### src/rtl/fgil_pkg.sv
package fgil_pkg;

    ////////////////////////////////////////////////////////////////////////
    // word widths
    localparam int DDR_W = 2;
    localparam int SER_W = 4;

    ////////////////////////////////////////////////////////////////////////
    // delay chains, counted in clk_i cycles per step
    localparam int STATIC_STEPS_SE = 16;
    localparam int STATIC_W_SE     = 4;
    localparam int DIFF_STEPS      = 64;
    localparam int DYN_STEPS       = 64;
    localparam int DLY_W           = 6;
    localparam int IDX_W           = 7;
    localparam int DLY_LINE_LEN    = 80;

    localparam logic [DLY_W-1:0] DYN_DELAY_STEP_CLEAR = 6'h00;

endpackage

### src/rtl/fgil_delay_ctr.sv
module fgil_delay_ctr
    import fgil_pkg::*;
#(
    parameter int STEPS = DYN_STEPS,
    parameter int W     = DLY_W
) (
    // clock and reset
    input  wire logic         clk_i,
    input  wire logic         rst_i,
    // step controls from the core
    input  wire logic         step_enable_i,
    input  wire logic         step_direction_i,
    input  wire logic         step_clear_i,
    // current setting
    output logic [W-1:0]      value_o
);

    localparam logic [W-1:0] TOP = W'(STEPS - 1);
    localparam logic [W-1:0] RST = W'(DYN_DELAY_STEP_CLEAR);

    logic [W-1:0] count;
    logic [W-1:0] next_count;

    always_comb begin
        next_count = count;
        if (step_clear_i) begin
            next_count = RST;
        end else if (step_enable_i) begin
            // one step per enabled clock, held at either end
            if (step_direction_i && count != TOP) begin
                next_count = count + W'(1);
            end else if (!step_direction_i && count != '0) begin
                next_count = count - W'(1);
            end
        end
    end

    always_ff @(posedge clk_i) begin
        if (rst_i) begin
            count <= RST;
        end else begin
            count <= next_count;
        end
    end

    assign value_o = count;

    ////////////////////////////////////////////////////////////////////////
    // checks

    AST_DELAY_STEP_DIRECTION: assert property (@(posedge clk_i) disable iff (rst_i)
        !step_clear_i && step_enable_i && step_direction_i && count != TOP
        |=> count == $past(count) + W'(1))
        else $error("delay did not increment");

    AST_DLY_DEC: assert property (@(posedge clk_i) disable iff (rst_i)
        !step_clear_i && step_enable_i && !step_direction_i && count != '0
        |=> count == $past(count) - W'(1))
        else $error("delay did not decrement");

    AST_DLY_CLR: assert property (@(posedge clk_i) disable iff (rst_i)
        step_clear_i |=> count == RST)
        else $error("delay clear ignored");

    AST_DLY_SAT: assert property (@(posedge clk_i) disable iff (rst_i)
        !step_clear_i && count == TOP && step_direction_i |=> count == TOP)
        else $error("delay wrapped at top");

    AST_DLY_ONE: assert property (@(posedge clk_i) disable iff (rst_i)
        !step_clear_i && !step_enable_i |=> $stable(count))
        else $error("delay moved without enable");

endmodule

### src/rtl/fgil_io_logic.sv
// Operation
// - dual-edge input samples both edges, two bits
// - normal mode passes bits on each edge
// - resync mode changes both bits on rise
// - falling sample held half period in resync
// - bit0 rising sample, bit1 falling sample
// - bit0 driven high half, bit1 low half
// - deserializer: earliest bit lands at bit0
// - serializer sends bit0 first, bit3 last
// - output and enable registers on launch clock
// - input registers on separate capture clock
// - serial clocks drive serializer and deserializer
// - pad pair: two single-ended or one differential
// - single-ended: sixteen static steps, input and output
// - differential: 64 steps, static xor dynamic
// - dynamic delay 64 steps, input only
// - step enable with direction increments or decrements
// - clear returns dynamic delay to reset
// - serdes works in full-rate mode only
// - optional output inversion, selectable register edge
// - bypass path never passes input register
module fgil_io_logic
    import fgil_pkg::*;
(
    // clock and reset
    input  wire logic               clk_i,
    input  wire logic               rst_i,
    // io clocks, oversampled
    input  wire logic               capture_clock_i,
    input  wire logic               launch_clock_i,
    input  wire logic               capture_serial_clock_i,
    input  wire logic               launch_serial_clock_i,
    // configuration
    input  wire logic               dual_edge_mode_i,
    input  wire logic               resync_mode_i,
    input  wire logic               serdes_en_i,
    input  wire logic               diff_mode_i,
    input  wire logic               in_reg_en_i,
    input  wire logic               in_negedge_i,
    input  wire logic               out_reg_en_i,
    input  wire logic               out_negedge_i,
    input  wire logic               out_invert_i,
    input  wire logic               oe_reg_en_i,
    input  wire logic               oe_negedge_i,
    input  wire logic [DLY_W-1:0]   in_static_delay_i,
    input  wire logic [DLY_W-1:0]   out_static_delay_i,
    input  wire logic               dyn_delay_sel_i,
    // dynamic delay control
    input  wire logic               delay_step_enable_i,
    input  wire logic               delay_step_direction_i,
    input  wire logic               delay_step_clear_i,
    output logic [DLY_W-1:0]        dyn_delay_o,
    // core data
    input  wire logic [SER_W-1:0]   pad_drive_bits_i,
    input  wire logic               drive_enable_i,
    input  wire logic               drive_enable_pair_i,
    output logic [SER_W-1:0]        pad_capture_bits_o,
    output logic                    bypass_path_o,
    // second pad as single-ended io
    input  wire logic               pad_n_drive_i,
    input  wire logic               pad_n_enable_i,
    output logic                    pad_n_capture_o,
    // pads
    input  wire logic               pad_p_i,
    input  wire logic               pad_n_i,
    output logic                    pad_p_o,
    output logic                    pad_p_oe_n_o,
    output logic                    pad_n_o,
    output logic                    pad_n_oe_n_o
);

    ////////////////////////////////////////////////////////////////////////
    // helpers

    function automatic logic tap(input logic [DLY_LINE_LEN-1:0] line,
                                 input logic [IDX_W-1:0]        idx,
                                 input logic                    cur);
        if (idx == '0) begin
            tap = cur;
        end else begin
            tap = line[idx - IDX_W'(1)];
        end
    endfunction

    ////////////////////////////////////////////////////////////////////////
    // state

    // three stages per clock pin: two to synchronise, one for edges
    logic [2:0]              cap_s, lau_s, cser_s, lser_s;
    logic [1:0]              pp_s, pn_s;
    logic [DLY_LINE_LEN-1:0] dly_in, dly_out;
    logic [SER_W-1:0]        cap_word, deser_sh, ser_sh;
    logic                    fall_hold, ser_bit, sdr_q;
    logic [DDR_W-1:0]        out_hold;
    logic                    oe_q, oen_q;
    logic                    pad_p, pad_p_oe_n, pad_n, pad_n_oe_n;

    logic [DLY_LINE_LEN-1:0] next_dly_in, next_dly_out;
    logic [SER_W-1:0]        next_cap_word, next_deser_sh, next_ser_sh;
    logic                    next_fall_hold, next_ser_bit, next_sdr_q;
    logic [DDR_W-1:0]        next_out_hold;
    logic                    next_oe_q, next_oen_q;
    logic                    next_pad_p, next_pad_p_oe_n;
    logic                    next_pad_n, next_pad_n_oe_n;

    logic             cap_rise, cap_fall, lau_rise, lau_fall;
    logic             cser_rise, lser_rise, in_edge, out_edge, oe_edge;
    logic             din, out_val, oe_val;
    logic [SER_W-1:0] word;
    logic [IDX_W-1:0] in_idx, out_idx;
    logic [DLY_W-1:0] dyn;

    ////////////////////////////////////////////////////////////////////////
    // dynamic delay counter

    fgil_delay_ctr #(
        .STEPS (DYN_STEPS),
        .W     (DLY_W)
    ) u_dyn (
        .clk_i            (clk_i),
        .rst_i            (rst_i),
        .step_enable_i    (delay_step_enable_i),
        .step_direction_i (delay_step_direction_i),
        .step_clear_i     (delay_step_clear_i),
        .value_o          (dyn)
    );

    ////////////////////////////////////////////////////////////////////////
    // next values

    always_comb begin
        // edges seen only on stages 2 and 3
        cap_rise  = cap_s[1] & ~cap_s[2];
        cap_fall  = ~cap_s[1] & cap_s[2];
        lau_rise  = lau_s[1] & ~lau_s[2];
        lau_fall  = ~lau_s[1] & lau_s[2];
        cser_rise = cser_s[1] & ~cser_s[2];
        lser_rise = lser_s[1] & ~lser_s[2];
        in_edge   = in_negedge_i ? cap_fall : cap_rise;
        out_edge  = out_negedge_i ? lau_fall : lau_rise;
        oe_edge   = oe_negedge_i ? lau_fall : lau_rise;

        // input delay: differential picks one source, single-ended adds
        if (diff_mode_i) begin
            in_idx = dyn_delay_sel_i ? IDX_W'(dyn)
                                     : IDX_W'(in_static_delay_i);
            out_idx = IDX_W'(out_static_delay_i);
        end else begin
            in_idx = IDX_W'(in_static_delay_i[STATIC_W_SE-1:0])
                   + IDX_W'(dyn);
            out_idx = IDX_W'(out_static_delay_i[STATIC_W_SE-1:0]);
        end
        // only the P side carries delay and data in differential mode
        din         = tap(dly_in, in_idx, pp_s[1]);
        next_dly_in = {dly_in[DLY_LINE_LEN-2:0], pp_s[1]};

        // input side
        next_cap_word  = cap_word;
        next_deser_sh  = deser_sh;
        next_fall_hold = fall_hold;
        if (serdes_en_i) begin
            // full rate: one bit per serial rising edge only
            if (cser_rise) begin
                next_deser_sh = {din, deser_sh[SER_W-1:1]};
            end
            if (cap_rise) begin
                next_cap_word = deser_sh;
            end
        end else if (dual_edge_mode_i) begin
            next_cap_word[SER_W-1:DDR_W] = '0;
            if (resync_mode_i) begin
                if (cap_fall) begin
                    next_fall_hold = din;
                end
                if (cap_rise) begin
                    next_cap_word[0] = din;
                    next_cap_word[1] = fall_hold;
                end
            end else begin
                if (cap_rise) begin
                    next_cap_word[0] = din;
                end
                if (cap_fall) begin
                    next_cap_word[1] = din;
                end
            end
        end else if (in_reg_en_i) begin
            next_cap_word = '0;
            next_cap_word[0] = in_edge ? din : cap_word[0];
        end else begin
            next_cap_word = {{(SER_W-1){1'b0}}, din};
        end

        // output side; inversion applies to all data bits
        word          = pad_drive_bits_i ^ {SER_W{out_invert_i}};
        next_ser_sh   = ser_sh;
        next_ser_bit  = ser_bit;
        next_out_hold = out_hold;
        next_sdr_q    = sdr_q;
        if (lau_rise) begin
            next_ser_sh   = word;
            next_out_hold = word[DDR_W-1:0];
        end
        if (lser_rise) begin
            next_ser_bit = lau_rise ? word[0] : ser_sh[0];
            next_ser_sh  = lau_rise ? {1'b0, word[SER_W-1:1]}
                                    : {1'b0, ser_sh[SER_W-1:1]};
        end
        if (out_edge) begin
            next_sdr_q = word[0];
        end
        if (serdes_en_i) begin
            out_val = ser_bit;
        end else if (dual_edge_mode_i) begin
            out_val = lau_s[1] ? out_hold[0] : out_hold[1];
        end else if (out_reg_en_i) begin
            out_val = sdr_q;
        end else begin
            out_val = word[0];
        end
        next_dly_out = {dly_out[DLY_LINE_LEN-2:0], out_val};
        next_pad_p   = tap(dly_out, out_idx, out_val);

        // drive enables, optionally registered on the launch clock
        next_oe_q  = oe_edge ? drive_enable_i : oe_q;
        next_oen_q = oe_edge ? drive_enable_pair_i : oen_q;
        oe_val     = oe_reg_en_i ? oe_q : drive_enable_i;
        next_pad_p_oe_n = ~oe_val;

        // pad pair as one differential or two single-ended ios
        if (diff_mode_i) begin
            next_pad_n      = ~next_pad_p;
            next_pad_n_oe_n = ~(oe_reg_en_i ? oen_q : drive_enable_pair_i);
        end else begin
            next_pad_n      = pad_n_drive_i;
            next_pad_n_oe_n = ~pad_n_enable_i;
        end
    end

    ////////////////////////////////////////////////////////////////////////
    // registers

    always_ff @(posedge clk_i) begin
        if (rst_i) begin
            cap_s      <= '0;
            lau_s      <= '0;
            cser_s     <= '0;
            lser_s     <= '0;
            pp_s       <= '0;
            pn_s       <= '0;
            dly_in     <= '0;
            dly_out    <= '0;
            cap_word   <= '0;
            deser_sh   <= '0;
            fall_hold  <= 1'b0;
            ser_sh     <= '0;
            ser_bit    <= 1'b0;
            out_hold   <= '0;
            sdr_q      <= 1'b0;
            oe_q       <= 1'b0;
            oen_q      <= 1'b0;
            pad_p      <= 1'b0;
            pad_p_oe_n <= 1'b1;
            pad_n      <= 1'b0;
            pad_n_oe_n <= 1'b1;
        end else begin
            cap_s      <= {cap_s[1:0], capture_clock_i};
            lau_s      <= {lau_s[1:0], launch_clock_i};
            cser_s     <= {cser_s[1:0], capture_serial_clock_i};
            lser_s     <= {lser_s[1:0], launch_serial_clock_i};
            pp_s       <= {pp_s[0], pad_p_i};
            pn_s       <= {pn_s[0], pad_n_i};
            dly_in     <= next_dly_in;
            dly_out    <= next_dly_out;
            cap_word   <= next_cap_word;
            deser_sh   <= next_deser_sh;
            fall_hold  <= next_fall_hold;
            ser_sh     <= next_ser_sh;
            ser_bit    <= next_ser_bit;
            out_hold   <= next_out_hold;
            sdr_q      <= next_sdr_q;
            oe_q       <= next_oe_q;
            oen_q      <= next_oen_q;
            pad_p      <= next_pad_p;
            pad_p_oe_n <= next_pad_p_oe_n;
            pad_n      <= next_pad_n;
            pad_n_oe_n <= next_pad_n_oe_n;
        end
    end

    // bypass taps the delayed pad ahead of any capture register
    assign bypass_path_o      = din;
    assign pad_capture_bits_o = cap_word;
    assign pad_n_capture_o    = pn_s[1];
    assign dyn_delay_o        = dyn;
    assign pad_p_o            = pad_p;
    assign pad_p_oe_n_o       = pad_p_oe_n;
    assign pad_n_o            = pad_n;
    assign pad_n_oe_n_o       = pad_n_oe_n;

    ////////////////////////////////////////////////////////////////////////
    // checks

    AST_DDR_RISE: assert property (@(posedge clk_i) disable iff (rst_i)
        !serdes_en_i && dual_edge_mode_i && cap_rise
        |=> pad_capture_bits_o[0] == $past(din))
        else $error("rising sample not on bit 0");

    AST_DDR_FALL: assert property (@(posedge clk_i) disable iff (rst_i)
        !serdes_en_i && dual_edge_mode_i && !resync_mode_i && cap_fall
        |=> pad_capture_bits_o[1] == $past(din))
        else $error("falling sample not on bit 1");

    AST_RESYNC_QUIET: assert property (@(posedge clk_i) disable iff (rst_i)
        !serdes_en_i && dual_edge_mode_i && resync_mode_i && !cap_rise
        ##1 !serdes_en_i && dual_edge_mode_i
        |-> $stable(pad_capture_bits_o))
        else $error("resync word changed off the rising edge");

    AST_RESYNC_HOLD: assert property (@(posedge clk_i) disable iff (rst_i)
        !serdes_en_i && dual_edge_mode_i && resync_mode_i && cap_fall
        ##1 (!cap_fall && !cap_rise && !serdes_en_i && dual_edge_mode_i
             && resync_mode_i) [*8]
        |-> fall_hold == $past(din, 8))
        else $error("held falling sample lost");

    AST_DESER: assert property (@(posedge clk_i) disable iff (rst_i)
        serdes_en_i && cap_rise |=> pad_capture_bits_o == $past(deser_sh))
        else $error("deserialized word not transferred");

    AST_SER_ORDER: assert property (@(posedge clk_i) disable iff (rst_i)
        serdes_en_i && lau_rise ##1 (!lau_rise && !lser_rise) [*8]
        ##1 lser_rise |=> ser_bit == $past(word[0], 10))
        else $error("serializer did not start with bit 0");

    AST_OE_REG: assert property (@(posedge clk_i) disable iff (rst_i)
        oe_reg_en_i && oe_edge ##1 oe_reg_en_i
        |=> pad_p_oe_n_o == !$past(drive_enable_i, 2))
        else $error("registered enable not on pad");

endmodule

### config.mk
export PLATFORM = sky130hd
export DESIGN_NAME = fgil_io_logic
export DESIGN_NICKNAME = d
export VERILOG_FILES = /design/src/rtl/fgil_pkg.sv /design/src/rtl/fgil_delay_ctr.sv /design/src/rtl/fgil_io_logic.sv
export SDC_FILE = /design/constraint.sdc
export NUM_CORES = 1
export LEC_CHECK = 0
export BUFFER_PORTS_ARGS = -buffer_cell sky130_fd_sc_hd__buf_4
export CORE_UTILIZATION = 50
export DETAILED_ROUTE_END_ITERATION = 7
export PLACE_DENSITY_LB_ADDON = 0.3
export SLEW_MARGIN = 10
export SYNTH_ARGS = -nofsm -noshare
export SYNTH_HDL_FRONTEND = slang
export SYNTH_SLANG_ARGS = --single-unit
### constraint.sdc
create_clock -name clk_i -period 3.8 [get_ports clk_i]
set_clock_uncertainty 0.15 [all_clocks]
set_input_delay 0.19 -clock clk_i [delete_from_list [all_inputs] [get_ports clk_i]]
set_output_delay 0.19 -clock clk_i [all_outputs]
set_load 0.1 [all_outputs]
==> flow_results.org <==
** Final layout
- Non-filler cells in the finished layout :: 1,102
- The number of antenna diodes in the final layout is 0.
- Filler Cells Inserted :: ~1,300
- Compared with the post-synthesis result, the final layout area differs by 21.4%.
- Most frequent standard cell in the layout excluding fill and tap cells :: sky130_fd_sc_hd__dfxtp_1
- Layout cell share with drive strength beyond 1 :: 23.4%
- After the last flow step, the layout net total stands at between 900 and 1,000.
- The multi-input combinational cells in the finished layout cover a total of 0.00428 mm2.
- In the layout the commonest cells are sky130_fd_sc_hd__dfxtp_1 (185), sky130_fd_sc_hd__nor2b_1 (164), sky130_fd_sc_hd__buf_4 (86).
- Summing all flip-flop and latch instances after layout gives approximately 0.0038 mm2.

** Critical path
- In this run the worst path has a maximum fanout of 6.
- Element type at the critical path end :: primary output
- Data arrival time of the critical path :: about 3700 ps
- At the worst endpoint, the required time is between 3000 and 4000 ps.
- Critical Path Start Type :: register
- Number of cells on the worst reg-to-reg path :: 15
- The setup path with the least slack is of type register to primary output.

** STA
- Final hold analysis gives a worst-case slack of around 12 ps.
- Final-report max-slew violation count :: 0
- Fmax achieved :: approximately 250 MHz
- At the pin with the least slew margin, the transition time is between 900 and 1000 ps.
- Total of endpoints with negative setup slack in the final report :: 1
- Final hold vios :: 0
- Worst slew slack as a fraction of its limit :: a little over a third
- RSZ-0062 raised after global routing :: true
- Final period util :: 107%
- Across all setup checks in the final design, the least slack found is -274 ps.
- Post-layout min period :: ~4100 ps

** Placement
- Detailed placement ended at an HPWL of roughly 11,000 um.
- Setup slack after placement :: between 4 and 5 ps
- Final Wtd Congestion :: 0.827
- IO Port Bufs :: between 50 and 60
- In this run, placement finished with an instance count of between 1,000 and 1,500.

** Route
- Detailed-route vias per instance :: between 5 and 6
- Once detail routing completed, the nets flagged for antenna violations numbered 0.
- The first routing iteration left between 300 and 400 violations.
- Remaining routing DRC violations :: 0
- For this run, the detailed router's first-pass iteration total came to 5.
- For this block, the routed nets add up to around 17,000 um of wire.
- Dividing the detail-routed wire length by the instance count gives ~15 um.
- Summing over every cut layer, the via total after detailed routing is a little under 6,000.

** Power
- The analysis attributes to cell leakage a power of 3.98 nW.
- The worst-case IR drop observed on VDD is approximately 0.33 mV.
- Power Dens Cells :: approximately 460 mW/mm2

** Synthesis
- Mapped cell area :: 0.00816 mm2
- In the synthesized netlist, the number of instances is roughly 790.
- sky130_fd_sc_hd__dfxtp_1 takes more of the synthesized area than any other cell.
- Area contributors post-synth :: sky130_fd_sc_hd__dfxtp_1 (46%), sky130_fd_sc_hd__nor2b_1 (13%), sky130_fd_sc_hd__mux4_2 (6.3%), sky130_fd_sc_hd__mux2i_1 (5.3%), sky130_fd_sc_hd__nor2_1 (3.0%)
- Sequential cells were found to cover a little under half of the synthesized design area.
- Most used flip-flop cell after synthesis :: sky130_fd_sc_hd__dfxtp_1
- Synthesis instantiated 64 different standard cells from the library.
- Number of warning messages in the yosys log :: 0
- The synthesized design contains about 190 register bits.
- Mean area per synthesized cell :: about 10 um2
- After synthesis, the share of flip-flops with an asynchronous set or reset is 0%.
- Post-synth EDFFs :: 0
- Synthesized net count :: 847
- Portion of synthesized cell area occupied by the leading cell type :: between 40 and 50%

** Global routing
- Met1 Track Usage GR :: 25.3%
- Entering global routing, the biggest net connects 100 pins.
- Met3 Use GR :: between 3 and 4%
- In the global route stage, overall resource usage came out at 20.6%.
- Overflow left after global routing :: 0
- The global routing stage identified its most utilized layer as met2.
- Antenna violations before repair :: 0
- Via count of the first global-routing pass :: around 5,900
- First-pass GRT wire length :: approximately 27,000 um
- Met2 track demand over resource in global routing :: 35.2%

** Hold path
- Hold-critical path depth :: 5
- Worst hold path type :: primary input to register

** Floorplanning
- Starting density of the core :: 51.4%
- Standard cell core area :: about 0.016 mm2
- After floorplanning, the core was divided into between 40 and 50 placement rows.
- Floorplan die area :: ~0.017 mm2
- The die is approximately 130 um wide.
- In this run the count of I/O pins placed on the die edge is between 50 and 60.
- The die is between 100 and 150 um tall.

** Clock tree
- Counting the buffers created by CTS gives 17.
- Clock edge transition at the registers on the reported setup and hold paths :: 70 ps
- Root cell of the clock tree :: sky130_fd_sc_hd__clkbuf_16
- Clock tree synthesis found a total of 189 sinks.
- TritonCTS built the clock tree.
- Number of levels in the clock H-tree :: 4
- Maximum number of buffers from clock root to sink :: 2
- The later pin in the worst-skew pair is clocked with a latency of 430 ps.

** Run
- Number of maximum-capacitance constraint violations :: 0

** Outcome
- The final reports fail on negative setup slack.
- The run finished, with violations left.
==> critical path: stages (launching register included) <==
cell and delay [ps]:
sky130_fd_sc_hd__dfxtp_4 360, sky130_fd_sc_hd__ha_4 160, sky130_fd_sc_hd__fa_2 540, sky130_fd_sc_hd__mux2i_4 80, sky130_fd_sc_hd__ha_4 330, sky130_fd_sc_hd__buf_12 130, sky130_fd_sc_hd__mux4_2 300, sky130_fd_sc_hd__mux4_2 490
sky130_fd_sc_hd__mux2i_1 130, sky130_fd_sc_hd__mux2i_1 110, sky130_fd_sc_hd__and3_4 180, sky130_fd_sc_hd__nor3_4 170, sky130_fd_sc_hd__clkinvlp_4 140, sky130_fd_sc_hd__buf_12 180
==> logic make-up after synthesis <==
logic type / after synthesis / synth area share [%]
adder cells (fa/ha/maj): 12 / 2.02
XOR/XNOR: 18 / 2.02
AND/OR/NAND/NOR: 320 / 21.4
buffers and inverters: 56 / 2.96
AO/OA/AOI/OAI: 102 / 8.45
flip-flops: 189 / 46.4
multiplexers: 95 / 16.7
==> cells in the mapped netlist (4+ instances only) <==
master                       n
sky130_fd_sc_hd__mux2_2     19
sky130_fd_sc_hd__a32oi_1     4
sky130_fd_sc_hd__buf_1       4
sky130_fd_sc_hd__a211oi_1    8
sky130_fd_sc_hd__nand2b_1    7
sky130_fd_sc_hd__nand3_1    10
sky130_fd_sc_hd__clkbuf_1   29
sky130_fd_sc_hd__mux2i_1    43
sky130_fd_sc_hd__mux4_2     23
sky130_fd_sc_hd__xor2_1      8
sky130_fd_sc_hd__buf_2       9
sky130_fd_sc_hd__a22oi_1     4
sky130_fd_sc_hd__dfxtp_1   189
sky130_fd_sc_hd__o211ai_1   15
sky130_fd_sc_hd__ha_1       10
sky130_fd_sc_hd__xnor2_1     9
sky130_fd_sc_hd__a21oi_1    19
sky130_fd_sc_hd__mux4_1      4
sky130_fd_sc_hd__nor2b_1   164
sky130_fd_sc_hd__nor3_1     11
sky130_fd_sc_hd__o22ai_1     5
sky130_fd_sc_hd__o21ai_0    26
sky130_fd_sc_hd__nor2_1     65
sky130_fd_sc_hd__inv_1      10
sky130_fd_sc_hd__nand2_1    41
==> stage by stage <==
stage	TNS, ps	total power [W]	cell area (um2)	util [%]
final	-274	0.00451	9900	62.3
after floorplan	-152	0.00254	8240	-
after global routing	-430	0.00469	9900	62.3
after global placement	0	0.00270	8920	56.1
after CTS	-238	0.00453	9860	62.1
after detailed placement	0	0.00271	8920	56.1
==> power breakdown <==
| group | switching (W) | leakage, nW | internal (W) |
|---|---|---|---|
| registers | 0.0000131 | 1.53 | 0.00200 |
| clock network | 0.000823 | 0.285 | 0.000896 |
| logic | 0.000438 | 2.17 | 0.000343 |
==> sequential cells by signal, summed over array words and instances (netlist names), 2 cells and up <==
register            flops
pn_s                    2
ser_sh                  4
cap_s                   3
u_dyn.value_o           6
cser_s                  3
lau_s                   3
pp_s                    2
out_hold                2
pad_capture_bits_o      4
deser_sh                4
dly_in                 80
lser_s                  3
dly_out                64
==> metal layers <==
| metal | up-vias | part of all wire, % |
|---|---|---|
| li1 | 2896 | - |
| met1 | 2879 | 45 |
| met2 | 139 | 49 |
| met3 | 28 | 3.9 |
| met4 | 0 | 1.9 |
| met5 | - | 0 |
==> worst paths after layout <==
check,from,slack [ps],endpoint
setup reg to reg,u_dyn.value_o[0],150,deser_sh[3]
hold / removal,pad_drive_bits_i[1],10,out_hold[1]
hold reg to reg,lau_s[0],300,lau_s[1]
setup / recovery,u_dyn.value_o[0],-270,bypass_path_o
==> layout make-up <==
cell class / instances / share of cell area [%]
Clock buffer: 18 / 4.44
Clock inverter: 14 / 1.47
Inverter: 11 / 0.468
Multi-Input combinational cell: 547 / 43.2
Sequential cell: 189 / 38.3
Tap cell: 216 / 2.73
Timing Repair Buffer: 107 / 9.35
==> what timing repair did <==
item | in CTS | in global routing
setup endpoints to repair | 2 | 3
setup buffers | 5 | 3
cloned | 2 | 0
hold endpoints to repair | 22 | 0
resized for setup | 19 | 8
pin swaps | 11 | 8
hold buffers | 16 | 0
Note: power is estimated with default switching activity, not from simulation.
